`src/common/dll_ctrl_pkg.sv`:
```
// Shared constants for the DAC clock delay-locked loop controller
package dll_ctrl_pkg;

	// ==============================================
	// Register port geometry
	localparam int ADDR_W = 12;
	localparam int DATA_W = 8;

	// ==============================================
	// Register offsets
	localparam logic [ADDR_W-1:0] ADDR_HYS_HI = 12'h088;
	localparam logic [ADDR_W-1:0] ADDR_HYS_LO = 12'h089;
	localparam logic [ADDR_W-1:0] ADDR_PWR = 12'h090;
	localparam logic [ADDR_W-1:0] ADDR_CTRL = 12'h091;
	localparam logic [ADDR_W-1:0] ADDR_STAT = 12'h092;
	localparam logic [ADDR_W-1:0] ADDR_GUARD = 12'h093;
	localparam logic [ADDR_W-1:0] ADDR_COARSE = 12'h094;
	localparam logic [ADDR_W-1:0] ADDR_IRQ_STAT = 12'h0A0;
	localparam logic [ADDR_W-1:0] ADDR_IRQ_MASK = 12'h0A1;

	// ==============================================
	// Field positions
	localparam int PWR_PD_BIT = 0;
	localparam int COARSE_XC_BIT = 1;
	localparam int COARSE_DC_BIT = 2;
	localparam int FINE_XC_BIT = 3;
	localparam int FINE_DC_BIT = 4;
	localparam int CTRL_ENABLE_BIT = 0;
	localparam int CTRL_MODE_LSB = 1;
	localparam int CTRL_SEARCH_LSB = 3;
	localparam int CTRL_SLOPE_BIT = 5;
	localparam int CTRL_SEARCH_ERR_BIT = 6;
	localparam int CTRL_TRACK_ERR_BIT = 7;
	localparam int STAT_LOCKED_BIT = 0;
	localparam int STAT_LOST_BIT = 1;
	localparam int STAT_FAIL_BIT = 2;
	localparam int IRQ_LOCK_BIT = 0;
	localparam int IRQ_LOST_BIT = 1;
	localparam int IRQ_FAIL_BIT = 2;
	localparam int HYS_W = 10;
	localparam int HYS_STEP_MV = 10;

	// ==============================================
	// Reset values
	localparam logic [4:0] PWR_RST = 5'h1F;
	localparam logic [7:0] CTRL_RST = 8'hF0;
	localparam logic [7:0] FINE_STATIC_DEFAULT = 8'h80;

	// ==============================================
	// Field encodings and limits
	localparam logic [1:0] MODE_SEARCH_TRACK = 2'h0;
	localparam logic [1:0] MODE_TRACK_ONLY = 2'h1;
	localparam logic [1:0] MODE_SEARCH_ONLY = 2'h2;
	localparam logic [1:0] SEARCH_DOWN = 2'h0;
	localparam logic [1:0] SEARCH_BOTH = 2'h2;
	localparam logic [5:0] COARSE_MAX = 6'h3F;
	localparam logic [7:0] FINE_MAX = 8'hFF;
	localparam logic [7:0] FINE_MIN = 8'h00;

	// ==============================================
	// Timing
	localparam int SETTLE_CYCLES_DEFAULT = 16;

	// Controller states
	typedef enum logic [2:0] {
		LS_IDLE,
		LS_SETTLE,
		LS_TRACK,
		LS_HOLD,
		LS_HALT
	} loop_state_e;

endpackage

```
`src/dll_sync2.sv`:
```
// Two-flop synchroniser for asynchronous level inputs
`timescale 1ns/1ps
module dll_sync2 #(
	parameter int WIDTH = 1
) (
	// Clock, reset and enable
	input wire logic ref_clk,
	input wire logic nrst,
	input wire logic clk_en,
	// Level in and out
	input wire logic [WIDTH-1:0] async_in,
	output logic [WIDTH-1:0] sync_out
);

	// ==============================================
	// State
	typedef struct packed {
		logic [WIDTH-1:0] s1;
		logic [WIDTH-1:0] s2;
	} sync_s;

	sync_s cur_r;
	sync_s cur_nxt;

	// First stage only feeds the second, to contain metastability
	always_comb begin
		cur_nxt.s1 = async_in;
		cur_nxt.s2 = cur_r.s1;
	end

	// Register the stages
	always_ff @(posedge ref_clk or negedge nrst) begin
		if (!nrst) begin
			cur_r <= '0;
		end else if (clk_en) begin
			cur_r <= cur_nxt;
		end
	end

	assign sync_out = cur_r.s2;

endmodule

```
`src/dll_clock_ctrl.sv`:
```
// Register file and search/track controller of the DAC clock delay-locked loop
// Behaviour
// - A 10-bit receiver hysteresis code, bits 9:8 and 7:0 in two registers, each set bit adding 10 mV.
// - The power-down bit, reset to one, powers down the loop and the digital clock generator.
// - Bit 4 enables fine-line and bit 2 coarse-line duty-cycle correction, both reset to one.
// - Bit 3 enables fine-line and bit 1 coarse-line cross control, both reset to one.
// - Search direction 00 searches only downward, 10 both ways from the start point, reset 10.
// - Controller enable one runs the feedback loop, zero holds the static setpoints, reset zero.
// - Read-only status bit 2 flags that the loop failed to lock, reset zero.
// - Status bit 1 flags that a held lock was lost, is cleared by software writing one, reset zero.
// - Read-only status bit 0 reports that the loop is locked, reset zero.
// - A six-bit coarse setpoint in bits 5:0, reset zero, is the static value or the search start.
`timescale 1ns/1ps
module dll_clock_ctrl #(
	parameter int SETTLE_CYCLES = dll_ctrl_pkg::SETTLE_CYCLES_DEFAULT,
	parameter logic [7:0] FINE_STATIC = dll_ctrl_pkg::FINE_STATIC_DEFAULT
) (
	// Clock, reset and enable
	input wire logic ref_clk,
	input wire logic nrst,
	input wire logic clk_en,
	// Register port
	input wire logic [dll_ctrl_pkg::ADDR_W-1:0] reg_addr,
	input wire logic [dll_ctrl_pkg::DATA_W-1:0] reg_wdata,
	input wire logic reg_wr,
	input wire logic reg_rd,
	output logic [dll_ctrl_pkg::DATA_W-1:0] reg_rdata,
	// Phase detector from the delay line, asynchronous
	input wire logic phase_lags_in,
	// Analog controls
	output logic [dll_ctrl_pkg::HYS_W-1:0] receiver_hysteresis_amount,
	output logic loop_and_clockgen_powerdown,
	output logic fine_line_duty_correct_on,
	output logic fine_line_cross_ctrl_on,
	output logic coarse_line_duty_correct_on,
	output logic coarse_line_cross_ctrl_on,
	output logic [5:0] coarse_delay_code,
	output logic [7:0] fine_delay_code,
	// Status and interrupt
	output logic lock_achieved_flag,
	output logic irq
);
	import dll_ctrl_pkg::*;

	// ==============================================
	// Elaboration checks
	localparam int SETTLE_W = 12;

	generate
		if (SETTLE_CYCLES < 1 || SETTLE_CYCLES >= (1 << SETTLE_W)) begin : g_bad_settle
			$error("SETTLE_CYCLES out of range");
		end
		// The register map packs fields into byte-wide words and a ten-bit hysteresis code
		if (DATA_W != 8 || HYS_W != 10) begin : g_bad_width
			$error("register layout needs DATA_W 8 and HYS_W 10");
		end
	endgenerate

	localparam logic [SETTLE_W-1:0] SETTLE_LOAD = SETTLE_W'(SETTLE_CYCLES - 1);

	// ==============================================
	// State
	typedef struct packed {
		// Software registers
		logic [1:0] hys_hi;
		logic [7:0] hys_lo;
		logic [4:0] pwr;
		logic [7:0] ctrl;
		logic [3:0] guard;
		logic [5:0] coarse_sp;
		// Status, interrupt and read data
		logic locked;
		logic lost;
		logic fail;
		logic [2:0] irq_stat;
		logic [2:0] irq_mask;
		logic [7:0] rdata;
		// Controller
		loop_state_e st;
		logic [5:0] coarse;
		logic [7:0] fine;
		logic dir_up;
		logic last_need;
		logic first;
		logic [SETTLE_W-1:0] timer;
	} ctrl_s;

	ctrl_s cur_r;
	ctrl_s cur_nxt;

	logic phase_lags_s;
	logic loop_on;
	logic [1:0] mode;
	logic [1:0] search_dir;
	logic slope_pos;
	logic stop_on_search_err;
	logic stop_on_track_err;
	logic need_more;
	logic [5:0] lo_lim;
	logic [5:0] hi_lim;
	logic [2:0] ev;
	logic [2:0] irq_clr;
	logic lost_clr;
	// Controller helpers
	logic up_leg_allowed;
	logic decide;
	logic crossed;
	logic fine_stuck;
	logic [5:0] start_point;

	// ==============================================
	// Input synchroniser for the phase detector
	dll_sync2 #(
		.WIDTH(1)
	) u_sync (
		.ref_clk(ref_clk),
		.nrst(nrst),
		.clk_en(clk_en),
		.async_in(phase_lags_in),
		.sync_out(phase_lags_s)
	);

	// ==============================================
	// Register read decode
	function automatic logic [7:0] reg_read(input logic [ADDR_W-1:0] a, input ctrl_s s);
		logic [7:0] v;
		v = 8'h00;
		unique case (a)
			ADDR_HYS_HI: v = {6'h00, s.hys_hi};
			ADDR_HYS_LO: v = s.hys_lo;
			ADDR_PWR: v = {3'h0, s.pwr};
			ADDR_CTRL: v = s.ctrl;
			ADDR_STAT: v = {5'h00, s.fail, s.lost, s.locked};
			ADDR_GUARD: v = {4'h0, s.guard};
			ADDR_COARSE: v = {2'h0, s.coarse_sp};
			ADDR_IRQ_STAT: v = {5'h00, s.irq_stat};
			ADDR_IRQ_MASK: v = {5'h00, s.irq_mask};
			default: v = 8'h00;
		endcase
		return v;
	endfunction

	// ==============================================
	// Clamp a coarse code into the guarded search window
	function automatic logic [5:0] clamp_coarse(input logic [5:0] v, input logic [5:0] lo, input logic [5:0] hi);
		logic [5:0] r;
		r = v;
		if (v < lo) begin
			r = lo;
		end else if (v > hi) begin
			r = hi;
		end
		return r;
	endfunction

	// Write strobe aimed at one address, shared by the write-one-to-clear decodes
	function automatic logic wr_hit(input logic wr, input logic [ADDR_W-1:0] a, input logic [ADDR_W-1:0] target);
		return wr && a == target;
	endfunction

	// ==============================================
	// Decoded control fields
	assign loop_on = cur_r.ctrl[CTRL_ENABLE_BIT] && !cur_r.pwr[PWR_PD_BIT];
	assign mode = cur_r.ctrl[CTRL_MODE_LSB +: 2];
	assign search_dir = cur_r.ctrl[CTRL_SEARCH_LSB +: 2];
	assign slope_pos = cur_r.ctrl[CTRL_SLOPE_BIT];
	assign stop_on_search_err = cur_r.ctrl[CTRL_SEARCH_ERR_BIT];
	assign stop_on_track_err = cur_r.ctrl[CTRL_TRACK_ERR_BIT];
	// A lagging output needs less delay on a positive slope
	assign need_more = slope_pos ? !phase_lags_s : phase_lags_s;
	// Guard band trims both ends of the coarse search range
	assign lo_lim = {2'h0, cur_r.guard};
	assign hi_lim = COARSE_MAX - {2'h0, cur_r.guard};

	// Software clears of sticky bits, write one to clear
	assign irq_clr = wr_hit(reg_wr, reg_addr, ADDR_IRQ_STAT) ? reg_wdata[2:0] : 3'h0;
	assign lost_clr = wr_hit(reg_wr, reg_addr, ADDR_STAT) && reg_wdata[STAT_LOST_BIT];

	// ==============================================
	// Controller decisions
	// Up leg only when both directions are asked for and room is left above the start
	assign up_leg_allowed = search_dir == SEARCH_BOTH && cur_r.coarse_sp < hi_lim;
	// One decision per settle period, once the delay line has had time to settle
	assign decide = cur_r.timer == '0;
	// A sign change between two decisions marks the lock point
	assign crossed = !cur_r.first && need_more != cur_r.last_need;
	// Fine line at a rail in the direction it must move, so lock cannot be held
	assign fine_stuck = (need_more && cur_r.fine == FINE_MAX) || (!need_more && cur_r.fine == FINE_MIN);
	// Search start, kept inside the guarded range
	assign start_point = clamp_coarse(cur_r.coarse_sp, lo_lim, hi_lim);

	// ==============================================
	// Next state
	always_comb begin
		cur_nxt = cur_r;
		ev = 3'h0;

		// Register writes
		if (reg_wr) begin
			unique case (reg_addr)
				ADDR_HYS_HI: cur_nxt.hys_hi = reg_wdata[1:0];
				ADDR_HYS_LO: cur_nxt.hys_lo = reg_wdata;
				ADDR_PWR: cur_nxt.pwr = reg_wdata[4:0];
				ADDR_CTRL: cur_nxt.ctrl = reg_wdata;
				ADDR_GUARD: cur_nxt.guard = reg_wdata[3:0];
				ADDR_COARSE: cur_nxt.coarse_sp = reg_wdata[5:0];
				ADDR_IRQ_MASK: cur_nxt.irq_mask = reg_wdata[2:0];
				default: ; // Unmapped and read-only addresses take no write
			endcase
		end

		// Read data stand for one cycle only
		cur_nxt.rdata = reg_rd ? reg_read(reg_addr, cur_r) : 8'h00;

		// Controller
		if (!loop_on) begin
			// Static setpoints while disabled or powered down
			cur_nxt.st = LS_IDLE;
			cur_nxt.coarse = cur_r.coarse_sp;
			cur_nxt.fine = FINE_STATIC;
			cur_nxt.locked = 1'b0;
			cur_nxt.fail = 1'b0;
			cur_nxt.first = 1'b1;
			cur_nxt.dir_up = 1'b0;
			cur_nxt.timer = SETTLE_LOAD;
		end else begin
			unique case (cur_r.st)
				LS_IDLE: begin
					// Start from the coarse setpoint, clamped into the guarded range
					cur_nxt.coarse = start_point;
					cur_nxt.timer = SETTLE_LOAD;
					cur_nxt.first = 1'b1;
					cur_nxt.dir_up = 1'b0;
					cur_nxt.st = (mode == MODE_TRACK_ONLY) ? LS_TRACK : LS_SETTLE;
				end
				LS_SETTLE: begin
					if (!decide) begin
						cur_nxt.timer = cur_r.timer - 1'b1;
					end else begin
						cur_nxt.timer = SETTLE_LOAD;
						cur_nxt.last_need = need_more;
						cur_nxt.first = 1'b0;
						if (crossed) begin
							// Phase crossed between two steps: lock point found
							cur_nxt.locked = 1'b1;
							ev[IRQ_LOCK_BIT] = 1'b1;
							cur_nxt.st = (mode == MODE_SEARCH_ONLY) ? LS_HOLD : LS_TRACK;
						end else if (!cur_r.dir_up && cur_r.coarse > lo_lim) begin
							cur_nxt.coarse = cur_r.coarse - 6'h01;
						end else if (!cur_r.dir_up && up_leg_allowed) begin
							// Down leg exhausted, restart upward from the start point
							cur_nxt.dir_up = 1'b1;
							cur_nxt.first = 1'b1;
							cur_nxt.coarse = clamp_coarse(cur_r.coarse_sp + 6'h01, lo_lim, hi_lim);
						end else if (cur_r.dir_up && cur_r.coarse < hi_lim) begin
							cur_nxt.coarse = cur_r.coarse + 6'h01;
						end else begin
							// Range exhausted without a crossing
							cur_nxt.fail = 1'b1;
							ev[IRQ_FAIL_BIT] = 1'b1;
							cur_nxt.st = stop_on_search_err ? LS_HALT : LS_IDLE;
						end
					end
				end
				LS_TRACK: begin
					if (!decide) begin
						cur_nxt.timer = cur_r.timer - 1'b1;
					end else begin
						cur_nxt.timer = SETTLE_LOAD;
						cur_nxt.first = 1'b0;
						cur_nxt.last_need = need_more;
						// Track only declares lock once the phase dithers
						if (mode == MODE_TRACK_ONLY && !cur_r.locked && crossed) begin
							cur_nxt.locked = 1'b1;
							ev[IRQ_LOCK_BIT] = 1'b1;
						end
						if (fine_stuck) begin
							// Fine line out of range: lock cannot be held
							if (cur_r.locked) begin
								cur_nxt.locked = 1'b0;
								ev[IRQ_LOST_BIT] = 1'b1;
							end
							if (stop_on_track_err) begin
								cur_nxt.st = LS_HALT;
							end
						end else if (need_more) begin
							cur_nxt.fine = cur_r.fine + 8'h01;
						end else begin
							cur_nxt.fine = cur_r.fine - 8'h01;
						end
					end
				end
				LS_HOLD: begin
					// Search only keeps the found point
					cur_nxt.st = LS_HOLD;
				end
				LS_HALT: begin
					// Stopped on error until software disables the loop
					cur_nxt.st = LS_HALT;
				end
				default: cur_nxt.st = LS_IDLE;
			endcase
		end

		// Sticky flags: a new event wins over a clear in the same cycle
		cur_nxt.lost = (cur_r.lost && !lost_clr) || ev[IRQ_LOST_BIT];
		cur_nxt.irq_stat = (cur_r.irq_stat & ~irq_clr) | ev;
	end

	// ==============================================
	// State register
	always_ff @(posedge ref_clk or negedge nrst) begin
		if (!nrst) begin
			cur_r <= '0;
			cur_r.pwr <= PWR_RST;
			cur_r.ctrl <= CTRL_RST;
			cur_r.st <= LS_IDLE;
			cur_r.fine <= FINE_STATIC;
			cur_r.first <= 1'b1;
			cur_r.timer <= SETTLE_LOAD;
		end else if (clk_en) begin
			cur_r <= cur_nxt;
		end
	end

	// ==============================================
	// Outputs, all from flops
	assign reg_rdata = cur_r.rdata;
	assign receiver_hysteresis_amount = {cur_r.hys_hi, cur_r.hys_lo};
	assign loop_and_clockgen_powerdown = cur_r.pwr[PWR_PD_BIT];
	assign fine_line_duty_correct_on = cur_r.pwr[FINE_DC_BIT];
	assign coarse_line_duty_correct_on = cur_r.pwr[COARSE_DC_BIT];
	assign fine_line_cross_ctrl_on = cur_r.pwr[FINE_XC_BIT];
	assign coarse_line_cross_ctrl_on = cur_r.pwr[COARSE_XC_BIT];
	assign coarse_delay_code = cur_r.coarse;
	assign fine_delay_code = cur_r.fine;
	assign lock_achieved_flag = cur_r.locked;
	// Level interrupt, high while any unmasked sticky bit is set
	assign irq = |(cur_r.irq_stat & cur_r.irq_mask);

endmodule

```
`config.mk`:
```
export PLATFORM = sky130hd
export DESIGN_NAME = dll_clock_ctrl
export DESIGN_NICKNAME = d
export VERILOG_FILES = /design/src/common/dll_ctrl_pkg.sv /design/src/dll_sync2.sv /design/src/dll_clock_ctrl.sv
export SDC_FILE = /design/constraint.sdc
export NUM_CORES = 1
export LEC_CHECK = 0
export BUFFER_PORTS_ARGS = -buffer_cell sky130_fd_sc_hd__buf_2
export CAP_MARGIN = 25
export CORE_MARGIN = 1
export CORE_UTILIZATION = 60
export DETAILED_ROUTE_END_ITERATION = 8
export PLACE_DENSITY = 0.92
export SLEW_MARGIN = 25
export SYNTH_ARGS = -nofsm -noshare
export SYNTH_HDL_FRONTEND = slang
export SYNTH_SLANG_ARGS = --single-unit
```
`constraint.sdc`:
```
create_clock -name ref_clk -period 3.8 [get_ports ref_clk]
set_clock_uncertainty 0.2 [all_clocks]
set_input_delay 0 -clock ref_clk [delete_from_list [all_inputs] [get_ports ref_clk]]
set_output_delay 0 -clock ref_clk [all_outputs]
set_load 0.01 [all_outputs]
```
==> out/qor.csv, run 1 <==
metric,value,unit
area grow syn2layout,9.605,%
"commonest non-fill, non-tap cell in the layout",dfrtp_1,
Reg2Reg Setup Slack,0.29,ns
core footprint,9328,sq um
vias in the first global route,4995,
largest net degree at the start of global routing,85,
Crit path largest cell delay,0.61,ns
Placer Congestion,0.9765,
CP startpoint,cur_r[51],
first-pass GRT wire length,24.94,mm
hold_buf cts,17,
Final Max Tran Viols,0,
CTS H-tree depth,3,
critical-path cell list,"nand3_1, xnor2_1, ha_1, or4_1, o2111ai_1, a211oi_2, mux2i_1, o311ai_0, a222oi_1, o2bb2ai_1",
DR pass1 iterations,5,
status,finished clean,
clock root cell,clkbuf_8,
ANT cells,0,
nets,724,
die width,100.6,microns
Post-CTS Setup Bufs,0,
"Reg clk slew, reported paths",0.11,ns
setup_tns,0,ns
Routed WL,15.55,mm
final setup violation count,0,
Synth area leader,dfrtp_1,
Initial Util,0.6256,
WP data required,3.86,ns
Syn. warnings,0,
top_reg_cell synth,dfrtp_1,
worst min path class,in -> async,
power per cell area,295.5,nW/um^2
sequential area share after synthesis,0.3634,
initial antenna violation count,0,
worst ir drop on vdd,200.8,uV
Gate Count Post-Synth,622,
worst skew pair latency,0.38,ns
crit end category,register,
GRT overflow,0,
CP startpoint kind,register,
"Hold Vio Cnt, Final",0,
fillcell total,687,
Static Leakage,0.002956,uW
most frequent cells in the layout,"dfrtp_1, buf_2, nand2_1",
Buffers & Inverters on Critical Path,0,
Routed WL per cell,19.51,microns
Syn Nets,683,
r2r endpoint,coarse_delay_code[0],
TritonCTS clock tree,yes,
Sink Count,84,
max cap viols,0,
RSZ-0062 raised after global routing,false,
syn_area_per_cell,9.382,sq um
Post-synth EDFFs,0,
total track usage,0.3172,
share of post-route cells with drive strength above 1,0.2410,
Max Clock Freq,0.2846,GHz
Worst slew margin,0.4857,
worst flop-to-flop path startpoint,cur_r[51],
critical path's slowest cell,dfrtp_1,
R2R cell count,10,
hold slack,0.02406,ns
Synth top area share,0.2959,
top post-synthesis cells by area,"dfrtp_1, mux2_2, ha_1",
Die Span Y,100.6,microns
Worst Tran Pin Value,0.7655,ns
vias per cell,6.508,
asr flop ratio synth,1.000,
Die ar.,10120,sq um
1st-iter DRT viols,678,
fin crit period,3.513,ns
row cnt,35,
CP arrival,3.57,ns
"Largest delay share family, worst path",compound AO/OA/AOI/OAI gates,
PostCTS Resize Cnt,0,
cell area after synthesis,5836,sq um
CP max FO,11,
Final Cycle Share,0.9246,
I/O Buffers,64,
Via Count,5187,
Routed Antenna Nets,0,
dpl hpwl,10.80,mm
DRC viols,0,
cts bufs inserted,9,
critical path class,reg -> reg,
CTS max path bufs,2,
Yosys cell types,73,
# IOs,65,
#FFs+latches synth,84,
==> layout make-up <==
class,count,area (sq um),area share
clock buffers,9,123.9,0.01937
inverters,25,93.84,0.01467
clock inverters,7,81.33,0.01272
flip-flops and latches,84,2121,0.3316
multi-input cells,456,3273,0.5117
well taps,129,161.4,0.02523
repair buffers,87,541.8,0.08470
==> sequential cells by signal, indices dropped and copies added, names as in the netlist <==
signal / flops
fine_delay_code: 8
receiver_hysteresis_amount: 10
cur_r: 44
loop_and_clockgen_powerdown: 1
coarse_delay_code: 6
coarse_line_duty_correct_on: 1
u_sync.sync_out: 1
lock_achieved_flag: 1
reg_rdata: 8
fine_line_duty_correct_on: 1
fine_line_cross_ctrl_on: 1
coarse_line_cross_ctrl_on: 1
u_sync.cur_nxt: 1
==> cell families (layout without fill, tap and decap cells) <==
kind of cell / after synthesis / after routing / share of synthesized area
xor+xnor: 19 / 19 / 0.02852
buf+inv: 82 / 128 / 0.07569
simple gates: 201 / 201 / 0.1762
flops: 84 / 84 / 0.3634
fa+ha+maj: 35 / 35 / 0.07633
mux: 56 / 56 / 0.1072
compound gates: 145 / 145 / 0.1726
==> report_power, final <==
group | total, uW | switching (uW) | leakage, uW | internal [uW]
sequential | 937 | 30.1 | 0.00111 | 907
clock | 670 | 407 | 0.000104 | 264
combinational | 282 | 171 | 0.00174 | 111
total | 1890 | 608 | 0.00296 | 1280
==> routing by layer <==
layer | GRT usage | part of all wire | wire (microns) | up-vias
li1 | - | - | - | 2323
met2 | 0.5047 | 0.48 | 7409 | 319
met5 | 0 | 0 | 0 | -
met3 | 0.05340 | 0.092 | 1430 | 75
met4 | 0.1550 | 0.041 | 631 | 0
met1 | 0.4214 | 0.39 | 6082 | 2470
==> synth_stat cells, types with 3 or more instances <==
cell type and count:
dfrtp_1 69, nand2_1 55, nor2_1 45, mux2_2 42
ha_1 34, o21ai_0 33, buf_4 32, inv_1 25
a21oi_1 24, nor3_1 20, nand3_1 18, clkbuf_1 17
dfstp_2 15, mux2i_1 13, xnor2_1 12, nand2b_1 11
nor4_1 9, a31oi_1 8, o2bb2ai_1 8, o31ai_1 8
a22oi_1 7, xor2_1 7, a21o_1 6, a221oi_1 6
nor2b_1 6, a22o_1 5, buf_2 5, nand4_1 5
o211ai_1 5, a222oi_1 4, a211o_1 3, nor3b_1 3
o21bai_1 3, o22ai_1 3, or3_1 3, or4_1 3
==> metrics by stage <==
| step | power (uW) | area [sq um] | setup slack (ns) | std cells | utilization |
|---|---|---|---|---|---|
| CTS | 1882 | 6392 | 0.3641 | 797 | 0.6853 |
| global route | 1969 | 6396 | 0.08709 | 797 | 0.6857 |
| floorplan | 1137 | 5836 | 0.7740 | 622 | - |
| finish | 1890 | 6396 | 0.2867 | 797 | 0.6857 |
| detailed placement | 1213 | 6017 | 0.4276 | 764 | 0.6451 |
| global placement | 1204 | 6017 | 0.5569 | 764 | 0.6451 |
==> how the worst max path moves through the flow <==
stage,cells past startpoint,to
3_3_place_gp,10,coarse_delay_code[0]
3_5_place_dp,10,coarse_delay_code[0]
2_1_floorplan,10,fine_delay_code[7]
5_1_grt,10,coarse_delay_code[0]
4_1_cts,10,coarse_delay_code[0]
6_report,10,coarse_delay_code[0]
(Power assumes the default switching activity.)
==> run 2, diff against run 1 <==
--- a/config.mk
+++ b/config.mk
@@ -7,9 +7,11 @@
 export LEC_CHECK = 0
 export BUFFER_PORTS_ARGS = -buffer_cell sky130_fd_sc_hd__buf_2
 export CAP_MARGIN = 25
+export CORE_ASPECT_RATIO = 1.1
 export CORE_MARGIN = 1
 export CORE_UTILIZATION = 60
 export DETAILED_ROUTE_END_ITERATION = 8
+export MAX_ROUTING_LAYER = met4
 export PLACE_DENSITY = 0.92
 export SLEW_MARGIN = 25
 export SYNTH_ARGS = -nofsm -noshare
==> run 2 against run 1 <==
Compared with the run above: count of clock-buffer cells in the layout stayed put; combinational power is 1% lower; worst hold slack better by 0.014 ns; sequential power hardly changed; non-clock buffer count is 3 higher; total power is 0.61% higher; cell count is 1.1% lower; first-iteration DRC count is 15% lower; via count is 0.81% higher; register-to-register slack better by 0.12 ns; setup slack better by 0.12 ns.
==> out/qor.csv, run 2 (synthesis gave the netlist of run 1 again) <==
metric,value,unit
PostCTS Resize Cnt,0,
GRT overflow,0,
Via Count,5229,
Worst Tran Pin Value,0.7839,ns
initial antenna violation count,0,
Final Cycle Share,0.8929,
switch share,0.2995,
Comb pwr share,0.146,
ANT cells,0,
Cell Int Power,1332,uW
Post-CTS Setup Bufs,0,
1st-iter DRT viols,578,
Total Power,1901,uW
core footprint,9398,sq um
Max Clock Freq,0.2947,GHz
Routed Antenna Nets,0,
max cap viols,0,
placed cells,755,
final setup violation count,0,
first-pass GRT wire length,24.32,mm
Die ar.,10120,sq um
area grow syn2layout,9.691,%
CTS H-tree depth,3,
DR pass1 iterations,6,
total track usage,0.3215,
TritonCTS clock tree,yes,
Sink Count,84,
vias in the first global route,4895,
fin crit period,3.393,ns
worst ir drop on vdd,232.3,uV
Final Util,0.6811,
CTS max path bufs,2,
"Reg clk slew, reported paths",0.10,ns
CP startpoint kind,register,
R2R cell count,10,
hold slack,0.03805,ns
WL met1,5.842,mm
vias per cell,6.636,
"Hold Vio Cnt, Final",0,
die width,96.03,microns
# IOs,65,
metal3 WL,1.434,mm
clock root cell,clkbuf_8,
CP arrival,3.44,ns
status,finished clean,
Met2 Wirelength,7.364,mm
cts bufs inserted,9,
Sequential Power Share,0.492,
Final Max Tran Viols,0,
max reg flops,44,
most frequent cells in the layout,"dfrtp_1, buf_2, nand2_1",
most flop-heavy register,cur_r,
Routed WL,15.27,mm
power per cell area,297.0,nW/um^2
I/O Buffers,64,
RSZ-0062 raised after global routing,false,
CP max FO,11,
critical path class,reg -> reg,
Static Leakage,0.002971,uW
"commonest non-fill, non-tap cell in the layout",dfrtp_1,
Reg2Reg Setup Slack,0.41,ns
hold_buf cts,17,
Top Layer Used,met4,
setup_tns,0,ns
final cell count without fillers,788,
WP data required,3.85,ns
share of post-route cells with drive strength above 1,0.2444,
Placer Congestion,1.019,
DRC viols,0,
Clock power frac,0.362,
Initial Util,0.6210,
row cnt,37,
Worst slew margin,0.4774,
NetSw,569.5,uW
nets,727,
Die Span Y,105.4,microns
worst min path class,in -> async,
worst skew pair latency,0.37,ns
worst flop-to-flop path startpoint,cur_r[56],
dpl hpwl,10.56,mm
r2r endpoint,cur_r[30],
Routed WL per cell,19.37,microns
crit end category,register,
largest net degree at the start of global routing,85,
run 2: cell count changes in the layout (fill, tap and decap cells not counted):
cell	previous run	this run
inv_6	2	5
bufinv_16	0	1
inv_8	2	0
buf_4	6	9
clkinv_4	1	0
clkinv_8	2	0
clkinv_2	0	1
run 2: routing by layer:
layer,global-route usage,up-vias
li1,-,2334
met1,0.4112,2490
met2,0.4919,328
met3,0.05916,77
met4,0.1482,0
met5,-,-
run 2: how the worst max path moves through the flow:
stage / depth (start not counted) / end / slack (ns) / start
6_report: 10 / cur_r[30] / 0.41 / cur_r[56]
5_1_grt: 11 / coarse_delay_code[2] / 0.12 / cur_r[50]
4_1_cts: 11 / coarse_delay_code[1] / 0.47 / cur_r[51]
3_5_place_dp: 10 / coarse_delay_code[0] / 0.48 / cur_r[51]
3_3_place_gp: 10 / coarse_delay_code[0] / 0.56 / cur_r[49]
2_1_floorplan: 10 / fine_delay_code[7] / 0.77 / u_sync.sync_out
run 2: stage by stage:
step / setup WS (ns) / cell area, sq um
floorplan: 0.7740 / 5836
global placement: 0.5614 / 6025
detailed placement: 0.4788 / 6025
CTS: 0.4689 / 6397
global route: 0.1164 / 6401
finish: 0.4070 / 6401
run 2: area by class of cell:
type,count,area (sq um)
multi-input combinational,456,3273
tap,117,146.4
clock inverter,7,78.83
clock buffer,9,123.9
timing repair buffer,90,564.3
sequential,84,2121
inverter,25,93.84
fill,700,2997
run 2: power groups by stage:
stage               registers, uW  logic, uW  clock network [uW]
global route                  939        309                 731
finish                        935        278                 688
floorplan                     934        202                   0
global placement              952        250                   0
CTS                           935        274                 686
detailed placement            952        259                   0
run 2: critical path, cell delays in order (launching register included):
cell and delay (ns):
dfrtp_1 0.55, inv_1 0.16, ha_1 0.33, o21bai_1 0.15, a221oi_1 0.11, o211ai_1 0.52, nand2_1 0.21, a21oi_1 0.35
o2111a_1 0.37, nor3b_1 0.25, nor3_1 0.08
==> run 3, diff against run 2 <==
--- a/config.mk
+++ b/config.mk
@@ -5,6 +5,7 @@
 export SDC_FILE = /design/constraint.sdc
 export NUM_CORES = 1
 export LEC_CHECK = 0
+export ABC_AREA = 1
 export BUFFER_PORTS_ARGS = -buffer_cell sky130_fd_sc_hd__buf_2
 export CAP_MARGIN = 25
 export CORE_ASPECT_RATIO = 1.1
==> run 3 against run 2 <==
Compared with the run above: first-iteration DRC count is 22% lower; setup slack gained 0.70 ns; cell count is 35% higher; final area grew 8.5%; total power is 3.1% lower; synthesized cell count grew 39%; critical path depth up 4; flip-flop and latch count unchanged; critical endpoint is now coarse_delay_code[1]; largest cell class unchanged; largest power group unchanged.
==> out/qor.csv, run 3 <==
metric,value,unit
top_reg_cell synth,dfrtp_1,
# IOs,65,
Final Max Tran Viols,0,
Syn. warnings,0,
area grow syn2layout,9.838,%
PostCTS Resize Cnt,0,
core footprint,10030,sq um
Syn Nets,927,
Routed WL per cell,15.61,microns
worst ir drop on vdd,264.2,uV
asr flop ratio synth,1.000,
DRC viols,0,
GRT overflow,0,
CP arrival,2.80,ns
CTS max path bufs,2,
initial antenna violation count,0,
#FFs+latches synth,84,
Static Leakage,0.003638,uW
Sink Count,84,
Routed WL,16.64,mm
worst min path class,in -> async,
hold_buf cts,23,
Max Clock Freq,0.3707,GHz
crit end category,register,
first-pass GRT wire length,27.18,mm
max reg flops,44,
CP startpoint kind,register,
"Hold Vio Cnt, Final",0,
cts bufs inserted,9,
"Worst Setup Slack, final",1.103,ns
dpl hpwl,11.70,mm
Via Count,6031,
nets,982,
TritonCTS clock tree,yes,
largest net degree at the start of global routing,85,
final setup violation count,0,
fin crit period,2.697,ns
Post-synth top cells,"nand2_1, inv_1, nand3_1",
Initial Util,0.6301,
WP data required,3.90,ns
max cap viols,0,
Yosys cell types,52,
vias in the first global route,5685,
"commonest non-fill, non-tap cell in the layout",nand2_1,
most flop-heavy register,cur_r,
Reg area,2121,sq um
critical path class,reg -> reg,
Post-CTS Setup Bufs,0,
fillcell total,825,
ANT cells,0,
syn_area_per_cell,7.299,sq um
Final Cycle Share,0.7098,
1st-iter DRT viols,450,
Worst slew margin,0.4947,
Routed Antenna Nets,0,
Post-synth EDFFs,0,
clock root cell,clkbuf_8,
cell area after synthesis,6321,sq um
total track usage,0.3306,
die width,99.87,microns
DR pass1 iterations,5,
CTS H-tree depth,3,
worst skew pair latency,0.38,ns
Synth area leader,dfrtp_1,
power per cell area,265.5,nW/um^2
vias per cell,5.658,
Gate Count Post-Synth,866,
I/O Buffers,64,
setup_tns,0,ns
footprint of the multi-input gates,3455,sq um
top post-synthesis cells by area,"dfrtp_1, nand2_1, ha_1",
"Reg clk slew, reported paths",0.09,ns
pre-CTS setup slack,1.137,ns
share of post-route cells with drive strength above 1,0.1857,
status,finished clean,
most frequent cells in the layout,"nand2_1, inv_1, nand3_1",
Die Span Y,109.7,microns
RSZ-0062 raised after global routing,false,
CP max FO,10,
Worst Tran Pin Value,0.7579,ns
sequential area share after synthesis,0.3355,
leading cell type by number of instances after synthesis,nand2_1,
Placer Congestion,0.9769,
Synth top area share,0.2732,
Die ar.,10950,sq um
row cnt,38,
run 3: changes by cell type after synthesis, moves of 23 or more:
cell	delta
nand2_1	+163
nor2_1	+23
inv_1	+71
mux2_2	-42
nand3_1	+57
o21ai_1	+27
run 3: worst paths after layout:
check | slack [ns] | end | cells after the start | start
max | 1.10 | coarse_delay_code[1] | 14 | cur_r[49]
min | 0.03 | cur_r[58] | 2 | nrst
max reg2reg | 1.10 | coarse_delay_code[1] | 14 | cur_r[49]
min reg2reg | 0.28 | cur_r[65] | 2 | cur_r[65]
max in group asynchronous | 2.83 | u_sync.sync_out | 2 | nrst
min in group ref_clk | 0.05 | receiver_hysteresis_amount[8] | 6 | reg_addr[10]
run 3: where the power goes:
part | internal [uW] | switching [uW] | total [uW] | leakage (uW)
clock network | 307 | 360 | 667 | 0.0000958
registers | 905 | 15.7 | 920 | 0.00111
logic | 89.6 | 167 | 256 | 0.00243
total | 1300 | 542 | 1840 | 0.00364
run 3: area by class of cell:
cell class / count / area share
sequential: 84 / 0.3055
clock buffer: 9 / 0.01784
clock inverter: 7 / 0.01099
inverter: 116 / 0.06271
tap: 140 / 0.02523
multi-input combinational: 623 / 0.4976
timing repair buffer: 87 / 0.08019
run 3: metrics by stage:
| step | power [uW] | util | cell area (sq um) | hold WS, ns | cells |
|---|---|---|---|---|---|
| after floorplan | 1097 | - | 6321 | -0.4956 | 866 |
| after global placement | 1163 | 0.6488 | 6509 | 0.01628 | 1027 |
| after detailed placement | 1170 | 0.6488 | 6509 | 0.01928 | 1027 |
| after CTS | 1836 | 0.6917 | 6939 | 0.03885 | 1066 |
| after global routing | 1912 | 0.6921 | 6943 | 0.1097 | 1066 |
| final | 1843 | 0.6921 | 6943 | 0.02748 | 1066 |
run 3: worst max-delay path, stage by stage, from the launching register on:
cell	delay [ns]
dfrtp_1	0.59
ha_1	0.27
xor2_1	0.27
ha_1	0.30
nor2_1	0.12
nand2_1	0.07
nor2_1	0.11
nor2_2	0.07
nand3_2	0.11
nor2_1	0.05
nor2_1	0.10
nand3_1	0.09
nand2_1	0.07
nand2_1	0.05
a21oi_1	0.13
run 3: kinds of logic (layout without fill, tap and decap cells):
kind of cell,after synthesis,after routing,share of synthesized area
adders and majority gates,35,35,0.07047
xor gates and xnor gates,18,18,0.02494
AOI/OAI and AO/OA,119,119,0.1061
and+or+nand+nor,451,451,0.3450
DFF,84,84,0.3355
buffers and inverters,159,219,0.1180
run 3: per-layer routing:
layer | wire, microns | GRT usage
met5 | 0 | -
met4 | 484 | 0.1387
met3 | 1136 | 0.05340
met2 | 8162 | 0.5419
met1 | 6852 | 0.4090
